**src/logic/bsc_params.svh**
```systemverilog
// constants for the backplane system controller configuration block
`ifndef BSC_PARAMS_SVH
`define BSC_PARAMS_SVH
// i/o addresses of the block; all but the user register address are decoded here
`define BSC_USER_REG_ADDR 16'h025c
`define BSC_VIDEO_ENABLE_ADDR 16'h03c3
`define BSC_SERIAL_LO 16'h03f8
`define BSC_SERIAL_HI 16'h03ff
`define BSC_VIDEO_LO 16'h03b0
`define BSC_VIDEO_HI 16'h03df
// user register field positions
`define BSC_USER_BIT_A 4
`define BSC_USER_BIT_B 5
// default value of the bus clock divider half period, in sys_clk cycles
`define BSC_CLK_HALF_DIV 2
`endif

```
**src/logic/bsc_pkg.sv**
```systemverilog
// types shared by the backplane system controller configuration block
`default_nettype none
package bsc_pkg;
   // arbiter states, gray coded between idle and grant zero only
   typedef enum logic [1:0]
   {
      BSC_IDLE = 2'b00,
      BSC_GRANT0 = 2'b01,
      BSC_GRANT1 = 2'b11
   } bsc_arb_t;
endpackage : bsc_pkg
`default_nettype wire

```
**src/logic/bsc_clkgen.sv**
```systemverilog
// divider that makes the backplane system clock level
`timescale 1ns/1ps
`default_nettype none
`include "bsc_params.svh"
module bsc_clkgen #(
   parameter int HALF_DIV = `BSC_CLK_HALF_DIV
) (
   // clock and reset
   input wire logic sys_clk,
   input wire logic nrst,
   // clock out
   output logic clk_level
);
   logic [7:0] cnt; // half period counter
   // -------------------------------------------------------------
   // toggle the level every half period
   // -------------------------------------------------------------
   always_ff @(posedge sys_clk or negedge nrst)
   begin
      if (!nrst)
      begin
         cnt <= 8'h00;
         clk_level <= 1'b0;
      end
      else if (cnt == 8'(HALF_DIV - 1))
      begin
         cnt <= 8'h00;
         clk_level <= ~clk_level;
      end
      else
      begin
         cnt <= cnt + 8'h01;
      end
   end
endmodule : bsc_clkgen
`default_nettype wire

```
**src/logic/bsc_ctrl.sv**
```systemverilog
// backplane system controller, arbiter and address redirect logic
// Function
// - jumper A drives system reset during cpu reset
// - jumper B: no drive, reset from backplane
// - clock jumper fitted drives system clock
// - interface never uses the backplane clock
// - arbiter jumper fitted: default master with arbiter
// - potential master requests on level by jumper
// - level jumper ignored when default master
// - request zero beats simultaneous request one
// - serial jumper selects onboard or backplane port
// - user jumpers read fitted zero, omitted one
// - video jumper omitted serves video onboard
// - address 3c3h always stays onboard
// - grants answer on matching acknowledge lines
// - default master owns bus when idle
`timescale 1ns/1ps
`default_nettype none
`include "bsc_params.svh"
module bsc_ctrl #(
   parameter int CLK_HALF_DIV = `BSC_CLK_HALF_DIV
) (
   // clock and reset
   input wire logic sys_clk,
   input wire logic nrst,
   // jumpers, high when fitted
   input wire logic reset_source_jumper,
   input wire logic clock_drive_jumper,
   input wire logic arbiter_select_jumper,
   input wire logic request_level_jumper,
   input wire logic serial_redirect_jumper,
   input wire logic user_jumper_a,
   input wire logic user_jumper_b,
   input wire logic video_redirect_jumper,
   // cpu side
   input wire logic cpu_in_reset,
   input wire logic cpu_bus_want,
   input wire logic [15:0] io_addr,
   input wire logic io_strobe,
   // backplane reset pin
   input wire logic sysrst_n_in,
   output logic sysrst_n_out,
   output logic sysrst_n_oe,
   output logic board_reset,
   // backplane clock pin
   output logic sysclk_out,
   output logic sysclk_oe,
   // arbitration lines
   input wire logic busrq0_n_in,
   input wire logic busrq1_n_in,
   output logic busrq0_n_out,
   output logic busrq0_n_oe,
   output logic busrq1_n_out,
   output logic busrq1_n_oe,
   output logic busak0_n,
   output logic busak1_n,
   output logic busak_oe,
   input wire logic busak0_n_in,
   input wire logic busak1_n_in,
   output logic own_bus,
   // decode results
   output logic io_to_backplane,
   output logic io_serial_local,
   output logic io_video_local,
   output logic [7:0] user_reg
);
   // -------------------------------------------------------------
   // decode wires
   // -------------------------------------------------------------
   // only the serial and video ranges can be sent to the backplane from here
   function automatic logic in_range(input logic [15:0] a, input logic [15:0] lo,
                                     input logic [15:0] hi);
      in_range = (a >= lo) && (a <= hi);
   endfunction : in_range
   wire logic serial_hit = in_range(io_addr, `BSC_SERIAL_LO, `BSC_SERIAL_HI);
   wire logic video_hit = in_range(io_addr, `BSC_VIDEO_LO, `BSC_VIDEO_HI);
   wire logic video_en_hit = (io_addr == `BSC_VIDEO_ENABLE_ADDR);
   wire logic ser_local = serial_hit && serial_redirect_jumper;
   wire logic vid_local = video_en_hit || (video_hit && !video_redirect_jumper);
   wire logic to_bp = io_strobe && ((serial_hit && !ser_local) || (video_hit && !vid_local));
   wire logic [7:0] next_user;
   // fitted reads zero
   assign next_user = {2'b00, ~user_jumper_b, ~user_jumper_a, 4'h0};
   wire logic default_master = arbiter_select_jumper;
   wire logic rq0 = !busrq0_n_in;
   wire logic rq1 = !busrq1_n_in;
   wire logic hold_rst = reset_source_jumper ? cpu_in_reset : !sysrst_n_in;
   bsc_pkg::bsc_arb_t state;
   bsc_pkg::bsc_arb_t next_state;
   logic clk_level; // divided clock level
   // -------------------------------------------------------------
   // arbiter next state
   // -------------------------------------------------------------
   always_comb
   begin
      next_state = state;
      case (state)
         bsc_pkg::BSC_IDLE:
         begin
            if (rq0)
               next_state = bsc_pkg::BSC_GRANT0;
            else if (rq1)
               next_state = bsc_pkg::BSC_GRANT1;
         end
         bsc_pkg::BSC_GRANT0:
         begin
            if (!rq0)
               next_state = bsc_pkg::BSC_IDLE;
         end
         bsc_pkg::BSC_GRANT1:
         begin
            if (!rq1)
               next_state = bsc_pkg::BSC_IDLE;
         end
         default: next_state = bsc_pkg::BSC_IDLE;
      endcase
      if (!default_master)
         next_state = bsc_pkg::BSC_IDLE;
   end
   // -------------------------------------------------------------
   // clock divider, free of the backplane clock
   // -------------------------------------------------------------
   bsc_clkgen #(.HALF_DIV(CLK_HALF_DIV)) u_clk (
      .sys_clk(sys_clk),
      .nrst(nrst),
      .clk_level(clk_level)
   );
   // -------------------------------------------------------------
   // registered outputs; nothing here samples the backplane clock
   // -------------------------------------------------------------
   always_ff @(posedge sys_clk or negedge nrst)
   begin
      if (!nrst)
      begin
         state <= bsc_pkg::BSC_IDLE;
         sysrst_n_out <= 1'b0;
         sysrst_n_oe <= 1'b0;
         board_reset <= 1'b1;
         sysclk_out <= 1'b0;
         sysclk_oe <= 1'b0;
         busrq0_n_out <= 1'b1;
         busrq0_n_oe <= 1'b0;
         busrq1_n_out <= 1'b1;
         busrq1_n_oe <= 1'b0;
         busak0_n <= 1'b1;
         busak1_n <= 1'b1;
         busak_oe <= 1'b0;
         own_bus <= 1'b0;
         io_to_backplane <= 1'b0;
         io_serial_local <= 1'b0;
         io_video_local <= 1'b0;
         user_reg <= 8'h00;
      end
      else
      begin
         state <= next_state;
         // reset pin drives low only in source mode during cpu reset
         sysrst_n_out <= 1'b0;
         sysrst_n_oe <= reset_source_jumper && cpu_in_reset;
         board_reset <= hold_rst;
         sysclk_out <= clk_level;
         sysclk_oe <= clock_drive_jumper;
         // potential master drives its selected request line
         busrq0_n_out <= 1'b0;
         busrq1_n_out <= 1'b0;
         busrq0_n_oe <= !default_master && cpu_bus_want && request_level_jumper;
         busrq1_n_oe <= !default_master && cpu_bus_want && !request_level_jumper;
         // grants follow next_state, so they show one cycle after a request
         busak0_n <= !(next_state == bsc_pkg::BSC_GRANT0);
         busak1_n <= !(next_state == bsc_pkg::BSC_GRANT1);
         busak_oe <= default_master;
         if (default_master)
            own_bus <= (next_state == bsc_pkg::BSC_IDLE);
         else if (request_level_jumper)
            own_bus <= cpu_bus_want && !busak0_n_in;
         else
            own_bus <= cpu_bus_want && !busak1_n_in;
         io_to_backplane <= to_bp;
         io_serial_local <= io_strobe && ser_local;
         io_video_local <= io_strobe && vid_local;
         user_reg <= next_user;
      end
   end
   // -------------------------------------------------------------
   // checks
   // -------------------------------------------------------------
   // antecedents also need nrst sampled high: an attempt that starts on the
   // releasing edge would otherwise judge outputs still holding reset values
   a_one_grant: assert property (@(posedge sys_clk) disable iff (!nrst)
      !(!busak0_n && !busak1_n)) else $error("two grants at once");
   a_rq0_first: assert property (@(posedge sys_clk) disable iff (!nrst)
      (nrst && default_master && state == bsc_pkg::BSC_IDLE && rq0 && rq1) |=> !busak0_n)
      else $error("request zero lost priority");
   a_grant_hold: assert property (@(posedge sys_clk) disable iff (!nrst)
      (nrst && default_master && state == bsc_pkg::BSC_GRANT1 && rq1 && $past(default_master))
      |=> !busak1_n) else $error("grant dropped early");
   a_idle_owns: assert property (@(posedge sys_clk) disable iff (!nrst)
      (nrst && default_master && !rq0 && !rq1 && state == bsc_pkg::BSC_IDLE) |=> own_bus)
      else $error("default master not owner");
   a_rst_drive: assert property (@(posedge sys_clk) disable iff (!nrst)
      (nrst && reset_source_jumper && cpu_in_reset) |=> sysrst_n_oe && !sysrst_n_out)
      else $error("reset not driven");
   a_rst_follow: assert property (@(posedge sys_clk) disable iff (!nrst)
      (nrst && !reset_source_jumper) |=> !sysrst_n_oe && (board_reset == !$past(sysrst_n_in)))
      else $error("reset follow wrong");
   a_clk_drive: assert property (@(posedge sys_clk) disable iff (!nrst)
      nrst |=> sysclk_oe == $past(clock_drive_jumper)) else $error("clock enable wrong");
   a_req_level: assert property (@(posedge sys_clk) disable iff (!nrst)
      (nrst && default_master) |=> !busrq0_n_oe && !busrq1_n_oe)
      else $error("request while default");
   a_vid_keep: assert property (@(posedge sys_clk) disable iff (!nrst)
      (nrst && io_strobe && video_en_hit) |=> io_video_local && !io_to_backplane)
      else $error("3c3h left board");
   a_user_bits: assert property (@(posedge sys_clk) disable iff (!nrst)
      nrst |=> (user_reg[`BSC_USER_BIT_A] == !$past(user_jumper_a))
      && (user_reg[`BSC_USER_BIT_B] == !$past(user_jumper_b)))
      else $error("user bit wrong");
endmodule : bsc_ctrl
`default_nettype wire

```
**config.mk**
```make
export PLATFORM = sky130hd
export DESIGN_NAME = bsc_ctrl
export DESIGN_NICKNAME = d
export VERILOG_FILES = /design/src/logic/bsc_pkg.sv /design/src/logic/bsc_clkgen.sv /design/src/logic/bsc_ctrl.sv
export VERILOG_INCLUDE_DIRS = /design/src /design/src/logic
export SDC_FILE = /design/constraint.sdc
export NUM_CORES = 1
export LEC_CHECK = 0
export BUFFER_PORTS_ARGS = -buffer_cell sky130_fd_sc_hd__buf_2
export CAP_MARGIN = 20
export CORE_ASPECT_RATIO = 0.5
export CORE_UTILIZATION = 44
export CTS_CLUSTER_DIAMETER = 50
export CTS_CLUSTER_SIZE = 12
export DETAILED_ROUTE_END_ITERATION = 10
export PLACE_DENSITY = 0.8
export SETUP_SLACK_MARGIN = 0.5
export SYNTH_ARGS = -nofsm -noshare
export SYNTH_HDL_FRONTEND = slang
export SYNTH_HIERARCHICAL = 1
export SYNTH_SLANG_ARGS = --single-unit
```
**constraint.sdc**
```tcl
create_clock -name sys_clk -period 2.05 [get_ports sys_clk]
set_input_delay 0.205 -clock sys_clk [delete_from_list [all_inputs] [get_ports sys_clk]]
set_output_delay 0.205 -clock sys_clk [all_outputs]
set_load 0.005 [all_outputs]
```
==> results.sh <==
export IMPL_outcome="complete, no violations"
export IMPL_path_class="register to register"
export IMPL_synth_enable_flop_cells=0
export IMPL_path_clk_slew_ns=0.09
export IMPL_avgSynthCellArea_sq_um=12.5
export IMPL_initial_core_util=0.497
export IMPL_clock_sinks=27
export IMPL_path_buf_inv=1
export IMPL_utilization=0.639
export IMPL_worstPathMaxFanout=4
export IMPL_max_slew_worst_pin_slew_ns=0.567
export IMPL_ys_warnings_count=6
export IMPL_coreArea_sq_um=2360
export IMPL_largest_reg_flops=8
export IMPL_hold_depth=1
export IMPL_regToRegSetupSlack_ns=0.46
export IMPL_max_slew_margin=0.622
export IMPL_leakagePower_nw=0.773
export IMPL_wl_per_cell_um=11.0
export IMPL_crit_cells=5
export IMPL_h_tree_depth=1
export IMPL_pin_count=58
export IMPL_drt_total_wl_um=2030
export IMPL_setup_viol=0
export IMPL_period_share=0.777
export IMPL_hpwl_um=1510
export IMPL_seqCellArea_sq_um=682
export IMPL_rsz0062_at_grt="true"
export IMPL_seq_area_frac_synth=0.581
export IMPL_synth_cells=94
export IMPL_grt_max_degree=28
export IMPL_fin_cells=185
export IMPL_cts_tree="yes"
export IMPL_grt_pass1_vias=772
export IMPL_layout_drive_gt1_share=0.440
export IMPL_fmax_ghz=0.628
export IMPL_multi_input_area_sq_um=442
export IMPL_hold_path_class="input port to register"
export IMPL_die_x_um=75.0
export IMPL_die_area_sq_um=2880
export IMPL_syn_to_final_growth_pct=28.6
export IMPL_place_congestion=0.731
export IMPL_maxCapViolCount=0
export IMPL_critPathCaptureType="register"
export IMPL_synth_seq_cells=27
export IMPL_vias=865
export IMPL_synthSimpleGateAreaFrac=0.216
export IMPL_period_minus_slack_ns=1.59
export IMPL_num_rows=12
export IMPL_hold_end="sysclk_oe"
export IMPL_synth_top_area_cell="dfrtp_1"
export IMPL_cts_max_path_buffers=2
export IMPL_fill_cells=191
export IMPL_numCtsBuffers=3
export IMPL_dieHeight_um=38.5
export IMPL_avgViaCountPerCell=4.68
export IMPL_r2r_end="u_clk/clk_level"
export IMPL_grt_pass1_wl_um=3220
export IMPL_cp_slowest_cell="or4b_4"
export IMPL_fin_nets=187
export IMPL_synth_top_family_by_area="simple AND/OR/NAND/NOR gates"
export IMPL_numPortBuffers=50
export IMPL_r2r_cells=5
export IMPL_arrival_ns=1.79
export IMPL_syn_cell_area_sq_um=1170
export IMPL_power_density_nw_per_um2=634
export IMPL_synth_most_common_cell="dfrtp_1"
export IMPL_synth_compound_area_share=0.0449
export IMPL_synth_ff_type="dfrtp_1"
export IMPL_cpPeakStageDelay_ns=0.47
export IMPL_finalHoldViolations=0
export IMPL_cp_top_family="simple AND/OR/NAND/NOR gates"
export IMPL_fin_worst_skew_ns=0.00147
export IMPL_ir_drop_mv=0.322
export IMPL_crit_required_ns=2.25
export IMPL_start_kind="register"
export IMPL_grtUsageTotal=0.164
export IMPL_clock_latency_ns=0.28
export IMPL_synthArstFlopShare=1.00
export IMPL_slew_viol_final=0
export IMPL_synth_distinct_cells=35
export IMPL_drt_iter0_markers=20
export IMPL_yosys_top_cells_count="dfrtp_1, buf_4, nand3_1, xnor2_1"
export IMPL_cp_cell_sequence="inv_1 -> ha_1 -> or4b_4 -> nor4_4 -> xor2_1"
export IMPL_yosys_top_cells_area="dfrtp_1, dfstp_2, buf_4"
export IMPL_antenna_found_initial=0
export IMPL_r2r_start="u_clk/cnt[1]"
export IMPL_ant_nets=0
export IMPL_cts_root_buf="clkbuf_8"
export IMPL_finalSetupTns_ns=0
export IMPL_synthMuxAreaShare=0.0171
export IMPL_dp_cells=178
export IMPL_gr_total_overflow=0
export IMPL_drc_errors=0
export IMPL_synthAdderAreaFrac=0.0214
export IMPL_antenna_cells=0
export IMPL_post_synth_top_area_fraction=0.491
export IMPL_worst_hold_slack_ns=0.0297
export IMPL_dr_pass1_iters=4
export IMPL_synthXorXnorAreaFrac=0.0524
export IMPL_hold_start="clock_drive_jumper"
## metrics by stage
step | instance area, sq um | total power, mW | setup slack [ns]
2_1_floorplan | 1200 | 0.606 | 0.582
3_5_place_dp | 1430 | 0.658 | 0.405
3_3_place_gp | 1430 | 0.655 | 0.522
5_1_grt | 1510 | 0.996 | 0.377
4_1_cts | 1500 | 0.963 | 0.445
6_report | 1510 | 0.955 | 0.458
## layout by cell type, fill, tap and decap left out, types with 2 or more instances in the layout
master,instances
clkbuf_8,3
mux2i_1,2
nand3_1,6
and3b_1,3
xnor2_1,6
inv_1,4
dfstp_2,4
and2_1,2
o21bai_1,2
nor2_1,4
ha_1,2
buf_4,2
dfrtp_1,22
nand4bb_1,2
a21oi_1,2
buf_2,50
nand2_1,4
conb_1,8
## routing by layer
layer / vias up / GRT usage / share of wire
li1: 422 / - / -
met1: 399 / 0.174 / 0.42
met2: 39 / 0.282 / 0.49
met3: 5 / 0.0553 / 0.068
met4: 0 / 0.118 / 0.023
met5: - / 0 / 0
## power by group
part | switching [mW] | internal [mW] | total [mW]
clock network | 0.169 | 0.138 | 0.307
registers | 0.00438 | 0.550 | 0.555
logic | 0.0445 | 0.0481 | 0.0926
## timing repair
action / 4_1_cts / 5_1_grt
endpoints found under the hold margin: 23 / 0
endpoints found under the setup margin: 4 / 4
hold buffers: 1 / 0
setup buffers: 1 / 1
pin swaps: 0 / 0
gates resized for setup: 1 / 0
cloned: 0 / 0
## worst max path at each step
stage | start | slack, ns | end
5_1_grt | u_clk/cnt[1] | 0.38 | u_clk/clk_level
2_1_floorplan | u_clk/cnt[1] | 0.58 | u_clk/clk_level
4_1_cts | u_clk/cnt[0] | 0.44 | u_clk/clk_level
3_3_place_gp | u_clk/cnt[1] | 0.52 | u_clk/clk_level
3_5_place_dp | u_clk/cnt[1] | 0.40 | u_clk/clk_level
6_report | u_clk/cnt[1] | 0.46 | u_clk/clk_level
## final cells by class
| cell class | instances | share of cell area |
|---|---|---|
| Sequential cell | 27 | 0.453 |
| Multi-Input combinational cell | 62 | 0.293 |
| Timing Repair Buffer | 53 | 0.183 |
| Tap cell | 35 | 0.0291 |
| Clock buffer | 3 | 0.0274 |
| Inverter | 4 | 0.00997 |
| Clock inverter | 1 | 0.00498 |
## kinds of logic (layout without fill, tap and decap cells)
group           after synthesis  in the layout
fa+ha+maj                     2              2
xor+xnor                      7              7
simple gates                 35             35
flops                        27             27
compound gates                8              8
mux                           2              2
buf+inv                      12             61
other cells                   1              8
Note: power is estimated with default switching activity, not from simulation.
